==> src/rtl/swb_params.svh <==
// Register map, field positions, reset values and timing of the wire master
`ifndef SWB_PARAMS_SVH
`define SWB_PARAMS_SVH

`define SWB_OFF_CFG   12'h000
`define SWB_OFF_DIV   12'h004
`define SWB_OFF_CTRL  12'h008
`define SWB_OFF_DATA  12'h00C
`define SWB_OFF_FLAGS 12'h010
`define SWB_OFF_EN    12'h014

`define SWB_CFG_RESET 8'h02
`define SWB_DIV_RESET 8'h00

`define SWB_CTRL_START 0
`define SWB_CTRL_SRA   1
`define SWB_CTRL_BBOE  2
`define SWB_CTRL_LEVEL 3
`define SWB_CTRL_ODSPC 4
`define SWB_CTRL_PRES  7

`define SWB_FL_RSTD  0
`define SWB_FL_TXE   1
`define SWB_FL_RXR   2
`define SWB_FL_SHORT 3
`define SWB_FL_LOW   4

`define SWB_LAST_BYTE 4'd7
`define SWB_LAST_BIT  4'd0
`define SWB_LAST_SRA  4'd11

// Times in microseconds; one slot tick is one microsecond
`define SWB_TICKS_PER_US 10'd1
`define SWB_TK(us) ((us) * `SWB_TICKS_PER_US)

`define SWB_STD_RST_LOW_US  10'd480
`define SWB_STD_RST_HIGH_US 10'd480
`define SWB_STD_SHORT_US    10'd5
`define SWB_STD_PRES_BEG_US 10'd15
`define SWB_STD_PRES_END_US 10'd240
`define SWB_STD_W0_US       10'd60
`define SWB_STD_SLOT_US     10'd60
`define SWB_STD_REL_US      10'd5
`define SWB_STD_SAMP_US     10'd15
`define SWB_STD_REC_US      10'd7
`define SWB_LL_REL_US       10'd8
`define SWB_LL_SAMP_US      10'd22
`define SWB_LL_REC_US       10'd14

`define SWB_OD_RST_LOW_US   10'd48
`define SWB_OD_RST_HIGH_US  10'd48
`define SWB_OD_SHORT_US     10'd1
`define SWB_OD_PRES_BEG_US  10'd2
`define SWB_OD_PRES_END_US  10'd24
`define SWB_OD_W0_US        10'd6
`define SWB_OD_SLOT_US      10'd8
`define SWB_OD_REL_US       10'd1
`define SWB_OD_SAMP_US      10'd2
`define SWB_OD_REC_US       10'd2

`endif

==> src/rtl/swb_pkg.sv <==
// Types shared by the wire master files
package swb_pkg;

    typedef struct packed {
        logic int_pullup;
        logic overdrive;
        logic single_bit;
        logic ext_pu_en;
        logic ext_pu_mode;
        logic bit_bang;
        logic force_pres;
        logic long_line;
    } swb_cfg_t;

    typedef enum logic [1:0] {
        ST_IDLE,
        ST_RESET,
        ST_SLOT
    } swb_state_t;

endpackage

==> src/rtl/swb_slot_div.sv <==
// Divider that makes the one-microsecond slot tick
`timescale 1ns/1ps
module swb_slot_div #(
    parameter int W = 8
) (
    input  wire logic         clk,
    input  wire logic         resetn,
    input  wire logic [W-1:0] divisor,
    output logic              tick
);
    logic [W-1:0] cnt_reg;

    always_ff @(posedge clk)
    begin
        if (!resetn)
        begin
            cnt_reg <= '0;
            tick    <= 1'b0;
        end
        else if (divisor == '0)
        begin
            // Zero stops the tick altogether
            cnt_reg <= '0;
            tick    <= 1'b0;
        end
        else if (cnt_reg >= divisor - 1'b1)
        begin
            cnt_reg <= '0;
            tick    <= 1'b1;
        end
        else
        begin
            cnt_reg <= cnt_reg + 1'b1;
            tick    <= 1'b0;
        end
    end
endmodule

==> src/rtl/swb_top.sv <==
// Single-wire bus master with APB register bank
//
// Summary of operation
// - Single-bit setting moves only data bit 0; otherwise a whole byte.
// - Data write loads transmit value and starts cycle; read gives received.
// - Single-bit mode uses bit 0 only; idle line returns 1.
// - Finished transfer sets transmit-empty flag, write 1 clears, interrupts.
// - Complete received data sets receive-ready flag, write 1 clears.
// - Line level sampled inside each slot becomes the received bit.
// - Finished bus reset sets reset-done flag, write 1 clears it.
// - Writing start-reset begins reset; hardware clears it when done.
// - Presence flag set when a slave answers during the reset.
// - Forced presence drives line low in window, presence set, except in bit-bang mode.
// - Overdrive setting picks fast slot timing, else standard timing.
// - Long-line standard timing: release 8, sample 22, recovery 14 us.
// - Normal standard timing: release 5, sample 15, recovery 7 us.
// - Divisor divides clock into slot tick; zero stops the tick.
// - Bit-bang mode: output bit 1 drives line low, 0 releases.
// - Read-only status bit shows the present pin level.
// - External pull-up output high only when enabled and idle.
// - Internal pull-up enable bit switches the on-chip pull-up.
// - Short on the pin sets line-short flag, write 1 clears.
// - Pin found low sets line-low flag, write 1 clears.
// - Five flags, enables at same bits; interrupt when both set.
// - Bytes go out least significant bit first, one slot each.
// - Search mode: four bits, each read, read complement, write.
// - Search result low nibble holds discrepancy flag per bit.
`timescale 1ns/1ps
`include "swb_params.svh"
module swb_top
    import swb_pkg::*;
#(
    parameter logic OD_SPEC_VERSION = 1'b0
) (
    input  wire logic        clk,
    input  wire logic        resetn,
    input  wire logic        psel,
    input  wire logic        penable,
    input  wire logic        pwrite,
    input  wire logic [11:0] paddr,
    input  wire logic [31:0] pwdata,
    output logic      [31:0] prdata,
    output logic             pready,
    output logic             pslverr,
    input  wire logic        bus_pin_i,
    output logic             bus_pin_o,
    output logic             bus_pin_oe_n,
    output logic             ext_pullup_o,
    output logic             int_pullup_en_o,
    output logic             irq_o
);
    swb_cfg_t   cfg_reg;
    swb_state_t state_reg;
    logic [7:0] div_reg;
    logic       sra_reg;
    logic       bboe_reg;
    logic       start_reg;
    logic       presence_reg;
    logic       pres_seen_reg;
    logic [7:0] tx_reg;
    logic [7:0] rx_reg;
    logic [4:0] flag_reg;
    logic [4:0] en_reg;
    logic [9:0] cnt_reg;
    logic [3:0] slot_reg;
    logic [1:0] sub_reg;
    logic [1:0] grp_reg;
    logic       r0_reg;
    logic       chosen_reg;
    logic       op_sra_reg;
    logic       op_sbm_reg;
    logic [31:0] rd_data;
    logic        unmapped;
    logic        tick;
    logic        setup;
    logic        wr;
    logic        idle;
    logic        go_slot;
    logic        go_rst;
    logic        at_sample;
    logic        slot_end;
    logic        last_slot;
    logic        op_done;
    logic        rst_end;
    logic        short_chk;
    logic        cur_bit;
    logic        drive_next;
    logic        disc;
    logic [4:0]  flag_set;
    logic [4:0]  flag_clr;
    logic [9:0]  t_rlow;
    logic [9:0]  t_rhigh;
    logic [9:0]  t_short;
    logic [9:0]  t_pbeg;
    logic [9:0]  t_pend;
    logic [9:0]  t_w0;
    logic [9:0]  t_slot;
    logic [9:0]  t_rel;
    logic [9:0]  t_samp;
    logic [9:0]  t_rec;

    swb_slot_div #(
        .W (8)
    ) u_div (
        .clk     (clk),
        .resetn  (resetn),
        .divisor (div_reg),
        .tick    (tick)
    );

    always_comb
    begin
        if (cfg_reg.overdrive)
        begin
            t_rlow  = `SWB_TK(`SWB_OD_RST_LOW_US);
            t_rhigh = `SWB_TK(`SWB_OD_RST_HIGH_US);
            t_short = `SWB_TK(`SWB_OD_SHORT_US);
            t_pbeg  = `SWB_TK(`SWB_OD_PRES_BEG_US);
            t_pend  = `SWB_TK(`SWB_OD_PRES_END_US);
            t_w0    = `SWB_TK(`SWB_OD_W0_US);
            t_slot  = `SWB_TK(`SWB_OD_SLOT_US);
            t_rel   = `SWB_TK(`SWB_OD_REL_US);
            t_samp  = `SWB_TK(`SWB_OD_SAMP_US);
            t_rec   = `SWB_TK(`SWB_OD_REC_US);
        end
        else
        begin
            t_rlow  = `SWB_TK(`SWB_STD_RST_LOW_US);
            t_rhigh = `SWB_TK(`SWB_STD_RST_HIGH_US);
            t_short = `SWB_TK(`SWB_STD_SHORT_US);
            t_pbeg  = `SWB_TK(`SWB_STD_PRES_BEG_US);
            t_pend  = `SWB_TK(`SWB_STD_PRES_END_US);
            t_w0    = `SWB_TK(`SWB_STD_W0_US);
            t_slot  = `SWB_TK(`SWB_STD_SLOT_US);
            if (cfg_reg.long_line)
            begin
                t_rel  = `SWB_TK(`SWB_LL_REL_US);
                t_samp = `SWB_TK(`SWB_LL_SAMP_US);
                t_rec  = `SWB_TK(`SWB_LL_REC_US);
            end
            else
            begin
                t_rel  = `SWB_TK(`SWB_STD_REL_US);
                t_samp = `SWB_TK(`SWB_STD_SAMP_US);
                t_rec  = `SWB_TK(`SWB_STD_REC_US);
            end
        end
    end

    assign setup   = psel && !penable;
    assign wr      = psel && penable && pready && pwrite;
    assign idle    = (state_reg == ST_IDLE);
    // A second start while busy is dropped, not queued
    assign go_slot = wr && idle && (paddr == `SWB_OFF_DATA);
    assign go_rst  = wr && idle && (paddr == `SWB_OFF_CTRL)
                     && pwdata[`SWB_CTRL_START];
    assign at_sample = tick && (state_reg == ST_SLOT) && (cnt_reg == t_samp);
    assign slot_end  = tick && (state_reg == ST_SLOT)
                       && (cnt_reg == t_slot + t_rec);
    assign rst_end   = tick && (state_reg == ST_RESET)
                       && (cnt_reg == t_rlow + t_rhigh);
    assign short_chk = tick && (state_reg == ST_RESET)
                       && (cnt_reg == t_rlow + t_short);
    assign last_slot = op_sra_reg ? (slot_reg == `SWB_LAST_SRA) :
                       op_sbm_reg ? (slot_reg == `SWB_LAST_BIT) :
                                    (slot_reg == `SWB_LAST_BYTE);
    assign op_done   = slot_end && last_slot;
    assign disc      = (r0_reg == bus_pin_i);

    always_comb
    begin
        if (op_sra_reg)
            cur_bit = (sub_reg == 2'd2) ? chosen_reg : 1'b1;
        else if (op_sbm_reg)
            cur_bit = tx_reg[0];
        else
            cur_bit = tx_reg[slot_reg[2:0]];
    end

    always_comb
    begin
        drive_next = 1'b0;
        if (cfg_reg.bit_bang)
            drive_next = bboe_reg;
        else
        begin
            case (state_reg)
                ST_RESET:
                    drive_next = (cnt_reg < t_rlow)
                        || (cfg_reg.force_pres
                            && (cnt_reg >= t_rlow + t_pbeg)
                            && (cnt_reg < t_rlow + t_pend));
                ST_SLOT:
                    drive_next = cnt_reg < (cur_bit ? t_rel : t_w0);
                default:
                    drive_next = 1'b0;
            endcase
        end
    end

    always_ff @(posedge clk)
    begin
        if (!resetn)
        begin
            bus_pin_oe_n    <= 1'b1;
            bus_pin_o       <= 1'b0;
            ext_pullup_o    <= 1'b0;
            int_pullup_en_o <= 1'b0;
        end
        else
        begin
            bus_pin_oe_n    <= !drive_next;
            bus_pin_o       <= 1'b0;
            // Strong pull-up only between operations, never mid-slot
            ext_pullup_o    <= cfg_reg.ext_pu_en && idle
                               && !go_slot && !go_rst;
            int_pullup_en_o <= cfg_reg.int_pullup;
        end
    end

    always_ff @(posedge clk)
    begin
        if (!resetn)
            state_reg <= ST_IDLE;
        else
        begin
            case (state_reg)
                ST_IDLE:
                    if (go_rst)
                        state_reg <= ST_RESET;
                    else if (go_slot)
                        state_reg <= ST_SLOT;
                ST_RESET:
                    if (rst_end)
                        state_reg <= ST_IDLE;
                ST_SLOT:
                    if (op_done)
                        state_reg <= ST_IDLE;
                default:
                    state_reg <= ST_IDLE;
            endcase
        end
    end

    always_ff @(posedge clk)
    begin
        if (!resetn)
            cnt_reg <= 10'h000;
        else if (go_slot || go_rst || slot_end || rst_end)
            cnt_reg <= 10'h000;
        else if (tick && !idle)
            cnt_reg <= cnt_reg + 10'h001;
    end

    always_ff @(posedge clk)
    begin
        if (!resetn)
        begin
            slot_reg   <= 4'h0;
            sub_reg    <= 2'h0;
            grp_reg    <= 2'h0;
            op_sra_reg <= 1'b0;
            op_sbm_reg <= 1'b0;
        end
        else if (go_slot)
        begin
            slot_reg   <= 4'h0;
            sub_reg    <= 2'h0;
            grp_reg    <= 2'h0;
            op_sra_reg <= sra_reg;
            op_sbm_reg <= cfg_reg.single_bit && !sra_reg;
        end
        else if (slot_end && !last_slot)
        begin
            slot_reg <= slot_reg + 4'h1;
            sub_reg  <= (sub_reg == 2'd2) ? 2'd0 : sub_reg + 2'd1;
            if (sub_reg == 2'd2)
                grp_reg <= grp_reg + 2'd1;
        end
    end

    always_ff @(posedge clk)
    begin
        if (!resetn)
        begin
            rx_reg     <= 8'h00;
            r0_reg     <= 1'b0;
            chosen_reg <= 1'b0;
        end
        else if (go_slot)
            rx_reg <= 8'h00;
        else if (at_sample)
        begin
            if (op_sra_reg)
            begin
                if (sub_reg == 2'd0)
                    r0_reg <= bus_pin_i;
                else if (sub_reg == 2'd1)
                begin
                    // On conflict follow the written guess, else the slaves
                    chosen_reg <= disc ? tx_reg[grp_reg] : r0_reg;
                    rx_reg[grp_reg] <= disc;
                    rx_reg[{1'b1, grp_reg}] <= disc ? tx_reg[grp_reg]
                                                    : r0_reg;
                end
            end
            else if (op_sbm_reg)
                rx_reg <= {7'h00, bus_pin_i};
            else
                rx_reg[slot_reg[2:0]] <= bus_pin_i;
        end
    end

    always_ff @(posedge clk)
    begin
        if (!resetn)
        begin
            start_reg     <= 1'b0;
            presence_reg  <= 1'b0;
            pres_seen_reg <= 1'b0;
        end
        else if (go_rst)
        begin
            start_reg     <= 1'b1;
            presence_reg  <= 1'b0;
            pres_seen_reg <= 1'b0;
        end
        else if (rst_end)
        begin
            start_reg    <= 1'b0;
            presence_reg <= pres_seen_reg;
        end
        else if ((state_reg == ST_RESET) && (cnt_reg >= t_rlow + t_pbeg)
                 && (cnt_reg < t_rlow + t_pend) && !bus_pin_i)
            pres_seen_reg <= 1'b1;
    end

    always_comb
    begin
        flag_set = 5'h00;
        flag_set[`SWB_FL_RSTD]  = rst_end;
        flag_set[`SWB_FL_TXE]   = op_done;
        flag_set[`SWB_FL_RXR]   = op_done;
        flag_set[`SWB_FL_SHORT] = short_chk && !bus_pin_i;
        flag_set[`SWB_FL_LOW]   = (go_slot || go_rst) && !bus_pin_i;
        flag_clr = (wr && (paddr == `SWB_OFF_FLAGS)) ? pwdata[4:0] : 5'h00;
    end

    always_ff @(posedge clk)
    begin
        if (!resetn)
            flag_reg <= 5'h00;
        else
            flag_reg <= (flag_reg & ~flag_clr) | flag_set;
    end

    always_ff @(posedge clk)
    begin
        if (!resetn)
            irq_o <= 1'b0;
        else
            irq_o <= |(flag_reg & en_reg);
    end

    always_ff @(posedge clk)
    begin
        if (!resetn)
        begin
            cfg_reg  <= swb_cfg_t'(`SWB_CFG_RESET);
            div_reg  <= `SWB_DIV_RESET;
            sra_reg  <= 1'b0;
            bboe_reg <= 1'b0;
            tx_reg   <= 8'h00;
            en_reg   <= 5'h00;
        end
        else if (wr)
        begin
            if (paddr == `SWB_OFF_CFG)
                cfg_reg <= swb_cfg_t'(pwdata[7:0]);
            else if (paddr == `SWB_OFF_DIV)
                div_reg <= pwdata[7:0];
            else if (paddr == `SWB_OFF_CTRL)
            begin
                sra_reg  <= pwdata[`SWB_CTRL_SRA];
                bboe_reg <= pwdata[`SWB_CTRL_BBOE];
            end
            else if (paddr == `SWB_OFF_DATA && idle)
                tx_reg <= pwdata[7:0];
            else if (paddr == `SWB_OFF_EN)
                en_reg <= pwdata[4:0];
        end
    end

    always_comb
    begin
        rd_data  = 32'h0000_0000;
        unmapped = 1'b0;
        if (paddr == `SWB_OFF_CFG)
            rd_data[7:0] = cfg_reg;
        else if (paddr == `SWB_OFF_DIV)
            rd_data[7:0] = div_reg;
        else if (paddr == `SWB_OFF_CTRL)
        begin
            rd_data[`SWB_CTRL_START] = start_reg;
            rd_data[`SWB_CTRL_SRA]   = sra_reg;
            rd_data[`SWB_CTRL_BBOE]  = bboe_reg;
            rd_data[`SWB_CTRL_LEVEL] = bus_pin_i;
            rd_data[`SWB_CTRL_ODSPC] = OD_SPEC_VERSION;
            rd_data[`SWB_CTRL_PRES]  = presence_reg;
        end
        else if (paddr == `SWB_OFF_DATA)
            rd_data[7:0] = rx_reg;
        else if (paddr == `SWB_OFF_FLAGS)
            rd_data[4:0] = flag_reg;
        else if (paddr == `SWB_OFF_EN)
            rd_data[4:0] = en_reg;
        else
            unmapped = 1'b1;
    end

    // Read data is captured in setup, so every access has no wait state
    always_ff @(posedge clk)
    begin
        if (!resetn)
        begin
            prdata  <= 32'h0000_0000;
            pready  <= 1'b0;
            pslverr <= 1'b0;
        end
        else
        begin
            pready  <= setup;
            pslverr <= setup && unmapped;
            if (setup)
                prdata <= pwrite ? 32'h0000_0000 : rd_data;
        end
    end
endmodule

==> config.mk <==
export PLATFORM = sky130hd
export DESIGN_NAME = swb_top
export DESIGN_NICKNAME = d
export VERILOG_FILES = /design/src/rtl/swb_pkg.sv /design/src/rtl/swb_slot_div.sv /design/src/rtl/swb_top.sv
export VERILOG_INCLUDE_DIRS = /design/src /design/src/rtl
export SDC_FILE = /design/constraint.sdc
export NUM_CORES = 1
export LEC_CHECK = 0
export BUFFER_PORTS_ARGS = -buffer_cell sky130_fd_sc_hd__buf_2
export CAP_MARGIN = 40
export CORE_MARGIN = 4
export CORE_UTILIZATION = 54
export CTS_BUF_LIST = sky130_fd_sc_hd__clkbuf_8
export DETAILED_ROUTE_END_ITERATION = 12
export GPL_TIMING_DRIVEN = 0
export PLACE_DENSITY = 0.9
export REMOVE_ABC_BUFFERS = 1
export SETUP_SLACK_MARGIN = 0.5
export SYNTH_ARGS = -nofsm -noshare
export SYNTH_HDL_FRONTEND = slang
export SYNTH_SLANG_ARGS = --single-unit
export TNS_END_PERCENT = 30
==> constraint.sdc <==
create_clock -name clk -period 2.6 [get_ports clk]
set_input_delay 0.52 -clock clk [delete_from_list [all_inputs] [get_ports clk]]
set_output_delay 0.52 -clock clk [all_outputs]
set_load 0.01 [all_outputs]
==> results.json, run 1 <==
{
  "violated_checks": "setup timing",
  "data_arrival_time_of_the_worst_path_ns": 2.94,
  "grt_overflow": 0,
  "worstSetupEndpointType": "register",
  "worst_ep_required_time_ns": 2.89,
  "clk_root_buffer_cell": "sky130_fd_sc_hd__clkbuf_8",
  "power.internal_mw": 1.839,
  "max_stage_delay_ns": 0.39,
  "routedWlPerCell_um": 19.37,
  "worst_path_max_delay_cell": "sky130_fd_sc_hd__a21oi_1",
  "die_height_um": 110.8,
  "drt_pass1_iterations": 5,
  "layout-drive-gt1-share_pct": 22.47,
  "cts_hold_buf": 0,
  "power.static_leakage_nw": 2.908,
  "htree_levels": 3,
  "post-synth-top-count-cell": "sky130_fd_sc_hd__dfxtp_1",
  "portion_of_total_power_attributed_to_combinational_logic_pct": 5.6,
  "critPathMostFrequentCell": "sky130_fd_sc_hd__a21oi_1",
  "area_growth_pct": 17.32,
  "setup_repair_after_global_routing_missed_its_margin": "yes",
  "num_io_pins": 89,
  "detail_route.wirelength_um": 16600,
  "yosysWarnings": 0,
  "detailedPlacementHpwl_um": 10530,
  "core.rowCount": 37,
  "starting_utilization_of_the_core_area_pct": 55.27,
  "min_path_cells": 3,
  "sequentialPowerShare_pct": 57.7,
  "grt_start_max_net_pins": 27,
  "post_synthesis_share_of_cell_area_spent_on_full_adders_half_adders_and_majority_gates_pct": 8.728,
  "vias_per_cell": 6.365,
  "yosys_most_used_dff": "sky130_fd_sc_hd__dfxtp_1",
  "outcome": "finished with violations",
  "detailedRoute.firstIterationViolations": 611,
  "report.final.slew_viol_count": 0,
  "postRouteAntennaNets": 0,
  "synth.avg_cell_area_um2": 8.645,
  "largest_family_of_logic_cells_by_synthesized_area": "simple AND/OR/NAND/NOR gates",
  "slew-limit-headroom_pct": 23.34,
  "worst_ir_drop_vdd_uv": 214.5,
  "drcViolationCount": 0,
  "gr-usage-met3_pct": 4.531,
  "timing.setup.critical_path_class": "register to register",
  "finalSetupViolations": 1,
  "cts_inserted_buffers": 9,
  "width_of_the_chip_um": 110.8,
  "gp_congestion": 0.9124,
  "hold_viol_final": 0,
  "synth.largest_area_cell": "sky130_fd_sc_hd__dfxtp_1",
  "maxCapViolations": 0,
  "clock_skew_ns": 0.01502,
  "async_flop_share_pct": 0,
  "clock_power_share_pct": 36.7,
  "reg2regPathDepth": 12,
  "detailedPlace.worstSlack_ns": -0.5360,
  "post-route-worst-setup-slack_ns": -0.05421,
  "stdcell_count": 857,
  "placedCellCount": 807,
  "number_of_antenna_violations_at_the_first_check_in_global_routing": 0,
  "net-switching-power_mw": 0.6427,
  "first_element_of_the_critical_path": "slot_reg[0]$_SDFFE_PP0P_",
  "cts_tree": "yes",
  "grt_util_met1_pct": 31.42,
  "area_contributors_post_synth": "sky130_fd_sc_hd__dfxtp_1 33%, sky130_fd_sc_hd__ha_1 8.6%, sky130_fd_sc_hd__mux2i_1 7.0%, sky130_fd_sc_hd__nor2_1 5.5%, sky130_fd_sc_hd__buf_4 3.6%",
  "insertedDiodeCount": 0,
  "setup.worst_path.start_class": "register",
  "number_of_flip_flops_under_the_largest_register_name": 10,
  "fin_nets": 805,
  "p_sw_share_pct": 25.90,
  "synth.cell_area_um2": 5705,
  "track_usage_pct": 25.39,
  "worst_margin_pin_slew_ns": 1.146,
  "path_clk_slew_ns": 0.10,
  "design.core.area_um2": 10320,
  "netlist_instances": 660,
  "critical_path.cell_chain": "buf_8, or3_1, a21oi_1, a221oi_4, buf_4, nor2_1, ha_1, a21oi_1, nor2b_1, o21ai_1, and3_1, a211oi_2",
  "finalCritPeriodShare_pct": 102.1,
  "worstPathMaxFanout": 5,
  "synth_top_area_share_pct": 32.98,
  "synth_common_cells": "94 x sky130_fd_sc_hd__dfxtp_1, 83 x sky130_fd_sc_hd__nor2_1, 44 x sky130_fd_sc_hd__nand2_1",
  "total_power_mw": 2.482,
  "synth_xor_area_share_pct": 3.991,
  "numPortBuffers": 39,
  "grt_most_used_layer": "met2",
  "synth.yosys.seq_area_share_pct": 32.98,
  "hp-class": "input port to register",
  "fin_setup_tns_ns": -0.05421,
  "synth_compound_gate_area_share_pct": 15.61,
  "achievable-frequency_mhz": 376.8,
  "timing.critical_path.max_delay_family": "compound AO/OA/AOI/OAI gates",
  "groute.layer.met2.usage_pct": 42.03,
  "synth_enable_flop_cells": 0,
  "simple_gate_share_of_the_synthesized_area_pct": 22.32,
  "area_enclosed_by_the_die_boundary_um2": 12270,
  "first_global_vias": 5253,
  "cp_num_cells": 12,
  "vias": 5455,
  "timing.hold.worst.start": "pwdata[5]",
  "min_period_ns": 2.654,
  "clkSinkCount": 94,
  "worstPathBufferInverterCount": 2,
  "wire_length_of_the_first_global_routing_pass_um": 25760,
  "cts_max_path_buffers": 2,
  "synth.ff_latch_count": 94,
  "clkLatencyLatePin_ns": 0.37,
  "pwr_density_cell_nw_per_um2": 370.7,
  "worst_r2r_startpoint": "slot_reg[0]$_SDFFE_PP0P_",
  "synth_cell_types": 76,
  "synthMuxAreaShare_pct": 8.202
}
## what timing repair did
action	4_1_cts	5_1_grt
pin swaps	28	15
gates resized for setup	69	23
setup buffers	28	6
endpoints found under the setup margin	57	46
## layer usage
layer | vias up | share of wire (%)
met5 | - | 0
met4 | 0 | 4.9
met3 | 81 | 10
met2 | 386 | 46
met1 | 2550 | 39
li1 | 2438 | -
## tightest hold or removal path: stages
cell	delay [ns]
sky130_fd_sc_hd__buf_2	0.11
sky130_fd_sc_hd__mux2i_1	0.07
sky130_fd_sc_hd__nor2_1	0.07
## cells by family (layout without fill, tap and decap cells)
group           count (synthesis)  count (layout)
buf+inv                        82             119
fa+ha+maj                      40              40
compound gates                127             127
flops                          94              94
mux                            44              44
other cells                     1              25
xor+xnor                       26              26
simple gates                  246             246
## through the flow
step                      utilization [%]  cell area, um2  hold WS, ns
after floorplan                         -            5435       0.4293
after global placement              56.19            5801       0.4383
after detailed placement            56.71            5854       0.4425
after CTS                           63.03            6507       0.4167
after global routing                64.84            6694       0.4322
final                               64.84            6694       0.4225
## cell type report
| type | instances | area (um2) |
|---|---|---|
| tap | 136 | 170.2 |
| clock buffer | 10 | 137.6 |
| clock inverter | 6 | 37.54 |
| sequential | 94 | 1916 |
| timing repair buffer | 76 | 534.3 |
| inverter | 27 | 103.9 |
| fill | 746 | 3630 |
| multi-input combinational | 508 | 3795 |
## cells in the final DEF, fill, tap and decap left out, types with 12 or more instances in the layout
master / Yosys / final
sky130_fd_sc_hd__a21oi_1: 25 / 25
sky130_fd_sc_hd__buf_2: 6 / 39
sky130_fd_sc_hd__buf_4: 27 / 27
sky130_fd_sc_hd__conb_1: 1 / 25
sky130_fd_sc_hd__dfxtp_1: 94 / 81
sky130_fd_sc_hd__ha_1: 39 / 34
sky130_fd_sc_hd__inv_1: 27 / 26
sky130_fd_sc_hd__mux2i_1: 40 / 40
sky130_fd_sc_hd__nand2_1: 44 / 43
sky130_fd_sc_hd__nand3_1: 22 / 22
sky130_fd_sc_hd__nand4_1: 12 / 12
sky130_fd_sc_hd__nor2_1: 83 / 82
sky130_fd_sc_hd__nor3_1: 17 / 15
sky130_fd_sc_hd__o21ai_0: 22 / 19
sky130_fd_sc_hd__xnor2_1: 14 / 13
sky130_fd_sc_hd__xor2_1: 12 / 12
## worst paths after layout
| path | to | slack, ns |
|---|---|---|
| min | div_reg[5]$_SDFFE_PN0P_ | 0.42 |
| max | bus_pin_oe_n$_SDFF_PN1_ | -0.05 |
| min reg2reg | prdata[7]$_SDFFE_PN0P_ | 0.46 |
| max reg2reg | bus_pin_oe_n$_SDFF_PN1_ | -0.05 |
## power groups by stage
stage	sequential [mW]	combinational (mW)	clock (mW)
floorplan	1.47	0.0536	0
global placement	1.47	0.118	0
detailed placement	1.47	0.128	0
CTS	1.43	0.129	0.908
global route	1.43	0.146	0.966
finish	1.43	0.139	0.910
No activity file was read; power rests on OpenSTA's default activity.
==> inputs of run 2 (changes only) <==
SETUP_SLACK_MARGIN = unset   (was 0.5)
==> run 2 against run 1 <==
Net effect:
- sequential cell count did not move
- routed wire length fell by 13%
- cell count fell by 3.4%
- fmax rose by 3.2%
- die area did not move
- largest power group unchanged
- hold slack got worse by 0.0022 ns
- design area fell by 8.0%
- the flow now finishes without violations
- first-iteration DRC count fell by 20%
==> results.json, run 2 (synthesis results as in run 1) <==
{
  "outcome": "finished clean",
  "detailedRoute.firstIterationViolations": 491,
  "path_clk_slew_ns": 0.10,
  "finalCritPeriodShare_pct": 98.97,
  "report.final.slew_viol_count": 0,
  "slew-limit-headroom_pct": 43.39,
  "worst_ir_drop_vdd_uv": 214.2,
  "power.static_leakage_nw": 2.715,
  "finalInstanceArea_um2": 6158,
  "critPathMostFrequentCell": "sky130_fd_sc_hd__buf_4",
  "drcViolationCount": 0,
  "num_io_pins": 89,
  "gp_congestion": 0.9124,
  "data_arrival_time_of_the_worst_path_ns": 2.86,
  "width_of_the_chip_um": 110.8,
  "cts_inserted_buffers": 9,
  "grt_start_max_net_pins": 27,
  "worst_margin_pin_slew_ns": 0.8400,
  "clkSinkCount": 94,
  "timing.setup.critical_path_class": "register to register",
  "final_common_cell": "sky130_fd_sc_hd__dfxtp_1",
  "number_of_flip_flops_under_the_largest_register_name": 10,
  "fill_cells": 856,
  "design.core.area_um2": 10320,
  "finalSetupViolations": 0,
  "setup.worst_path.start_class": "register",
  "achievable-frequency_mhz": 388.6,
  "wire_length_of_the_first_global_routing_pass_um": 23220,
  "cts_max_path_buffers": 2,
  "drt_pass1_iterations": 5,
  "min_period_ns": 2.573,
  "starting_utilization_of_the_core_area_pct": 55.27,
  "critical_path.cell_chain": "buf_4, or3_1, a21oi_2, a221oi_4, buf_4, nor2_1, ha_1, a21oi_1, nor2b_1, o21ai_1, and3_1, a211oi_2",
  "die_height_um": 110.8,
  "track_usage_pct": 22.64,
  "cts_tree": "yes",
  "htree_levels": 3,
  "fin_nets": 776,
  "worstPathMaxFanout": 11,
  "worstPathBufferInverterCount": 2,
  "layout-drive-gt1-share_pct": 14.02,
  "first_global_vias": 4718,
  "maxCapViolations": 0,
  "numPortBuffers": 39,
  "worst_path_max_delay_cell": "sky130_fd_sc_hd__or3_1",
  "max_stage_delay_ns": 0.43,
  "vias_per_cell": 6.192,
  "setup_repair_after_global_routing_missed_its_margin": "yes",
  "final_util_pct": 59.65,
  "grt_overflow": 0,
  "core.rowCount": 37,
  "worstSetupEndpointType": "register",
  "number_of_antenna_violations_at_the_first_check_in_global_routing": 0,
  "timing.critical_path.max_delay_family": "simple AND/OR/NAND/NOR gates",
  "placedInstanceArea_um2": 5854,
  "area_growth_pct": 7.939,
  "postRouteAntennaNets": 0,
  "area_enclosed_by_the_die_boundary_um2": 12270,
  "stdcell_count": 828,
  "mostFrequentLayoutCells": "89 x sky130_fd_sc_hd__dfxtp_1, 83 x sky130_fd_sc_hd__nor2_1, 43 x sky130_fd_sc_hd__nand2_1, 40 x sky130_fd_sc_hd__mux2i_1",
  "hp-class": "input port to register",
  "vias": 5127,
  "pwr_density_cell_nw_per_um2": 402.3,
  "detail_route.wirelength_um": 14360,
  "hold_viol_final": 0,
  "clk_root_buffer_cell": "sky130_fd_sc_hd__clkbuf_8",
  "detailedPlacementHpwl_um": 10530,
  "clkLatencyLatePin_ns": 0.38,
  "clock_skew_ns": 0.01304,
  "worst_ep_required_time_ns": 2.89,
  "routedWlPerCell_um": 17.34,
  "insertedDiodeCount": 0,
  "placedCellCount": 807
}
==> run 2: cell types whose count changed in the layout (fill, tap and decap cells not counted), moves of 3 or more <==
cell and delta:
sky130_fd_sc_hd__ha_4 -5, sky130_fd_sc_hd__dfxtp_1 +8, sky130_fd_sc_hd__inv_1 +3, sky130_fd_sc_hd__buf_4 -23, sky130_fd_sc_hd__buf_6 -7, sky130_fd_sc_hd__dfxtp_4 -5, sky130_fd_sc_hd__ha_1 +5, sky130_fd_sc_hd__nor4_4 -7
sky130_fd_sc_hd__nor4_1 +9, sky130_fd_sc_hd__dfxtp_2 -3
==> run 2: per-layer routing <==
metal / track usage (%) / part of all wire [%]
met3: 3.548 / 8.9
met5: 0 / 0
met4: 7.471 / 1.8
met1: 30.27 / 42
met2: 37.34 / 47
==> run 2: path summary, 6_finish.rpt <==
| path | depth (start not counted) | slack [ns] | end | startpoint |
|---|---|---|---|---|
| max | 12 | 0.03 | bus_pin_oe_n$_SDFF_PN1_ | slot_reg[0]$_SDFFE_PP0P_ |
| min | 3 | 0.42 | div_reg[5]$_SDFFE_PN0P_ | pwdata[5] |
| max reg2reg | 12 | 0.03 | bus_pin_oe_n$_SDFF_PN1_ | slot_reg[0]$_SDFFE_PP0P_ |
| min reg2reg | 2 | 0.46 | prdata[7]$_SDFFE_PN0P_ | prdata[7]$_SDFFE_PN0P_ |
==> run 2: what timing repair did <==
action                                  in CTS  in global routing
endpoints found under the setup margin      18                 11
hold buffers                                 0                  0
resized for setup                           13                 11
pin swaps                                    1                  6
cloned                                       0                  0
setup buffers                                2                  3
==> run 2: metrics by stage <==
step | power, mW | setup TNS [ns] | hold WS [ns] | worst slack, ns
2_1_floorplan | 1.528 | 0 | 0.4293 | 0.02180
3_3_place_gp | 1.591 | -3.417 | 0.4383 | -0.5134
3_5_place_dp | 1.602 | -3.846 | 0.4425 | -0.5360
4_1_cts | 2.474 | 0 | 0.4167 | 0.01284
5_1_grt | 2.542 | -0.08363 | 0.4328 | -0.06498
6_report | 2.477 | 0 | 0.4204 | 0.02689
==> run 2: worst register-to-register path: cells and delay by family (launching register included) <==
kind,cells,cell delay [ns]
AO/OA/AOI/OAI,5,0.74
adder cells (fa/ha/maj),1,0.16
buffers and inverters,2,0.37
flip-flops,1,0.37
AND/OR/NAND/NOR,4,0.86
==> run 2: power breakdown <==
part           switching [mW]  internal [mW]
logic                  0.0977         0.0347
clock network           0.536          0.371
registers            0.000478           1.44
==> run 2: final cells by class <==
class,count,area (um2),share of cell area (%)
sequential,94,1893,30.74
clock inverter,6,37.54,0.6095
multi-input combinational,508,3535,57.40
clock buffer,10,137.6,2.235
tap,136,170.2,2.763
timing repair buffer,47,284.0,4.612
inverter,27,101.3,1.646
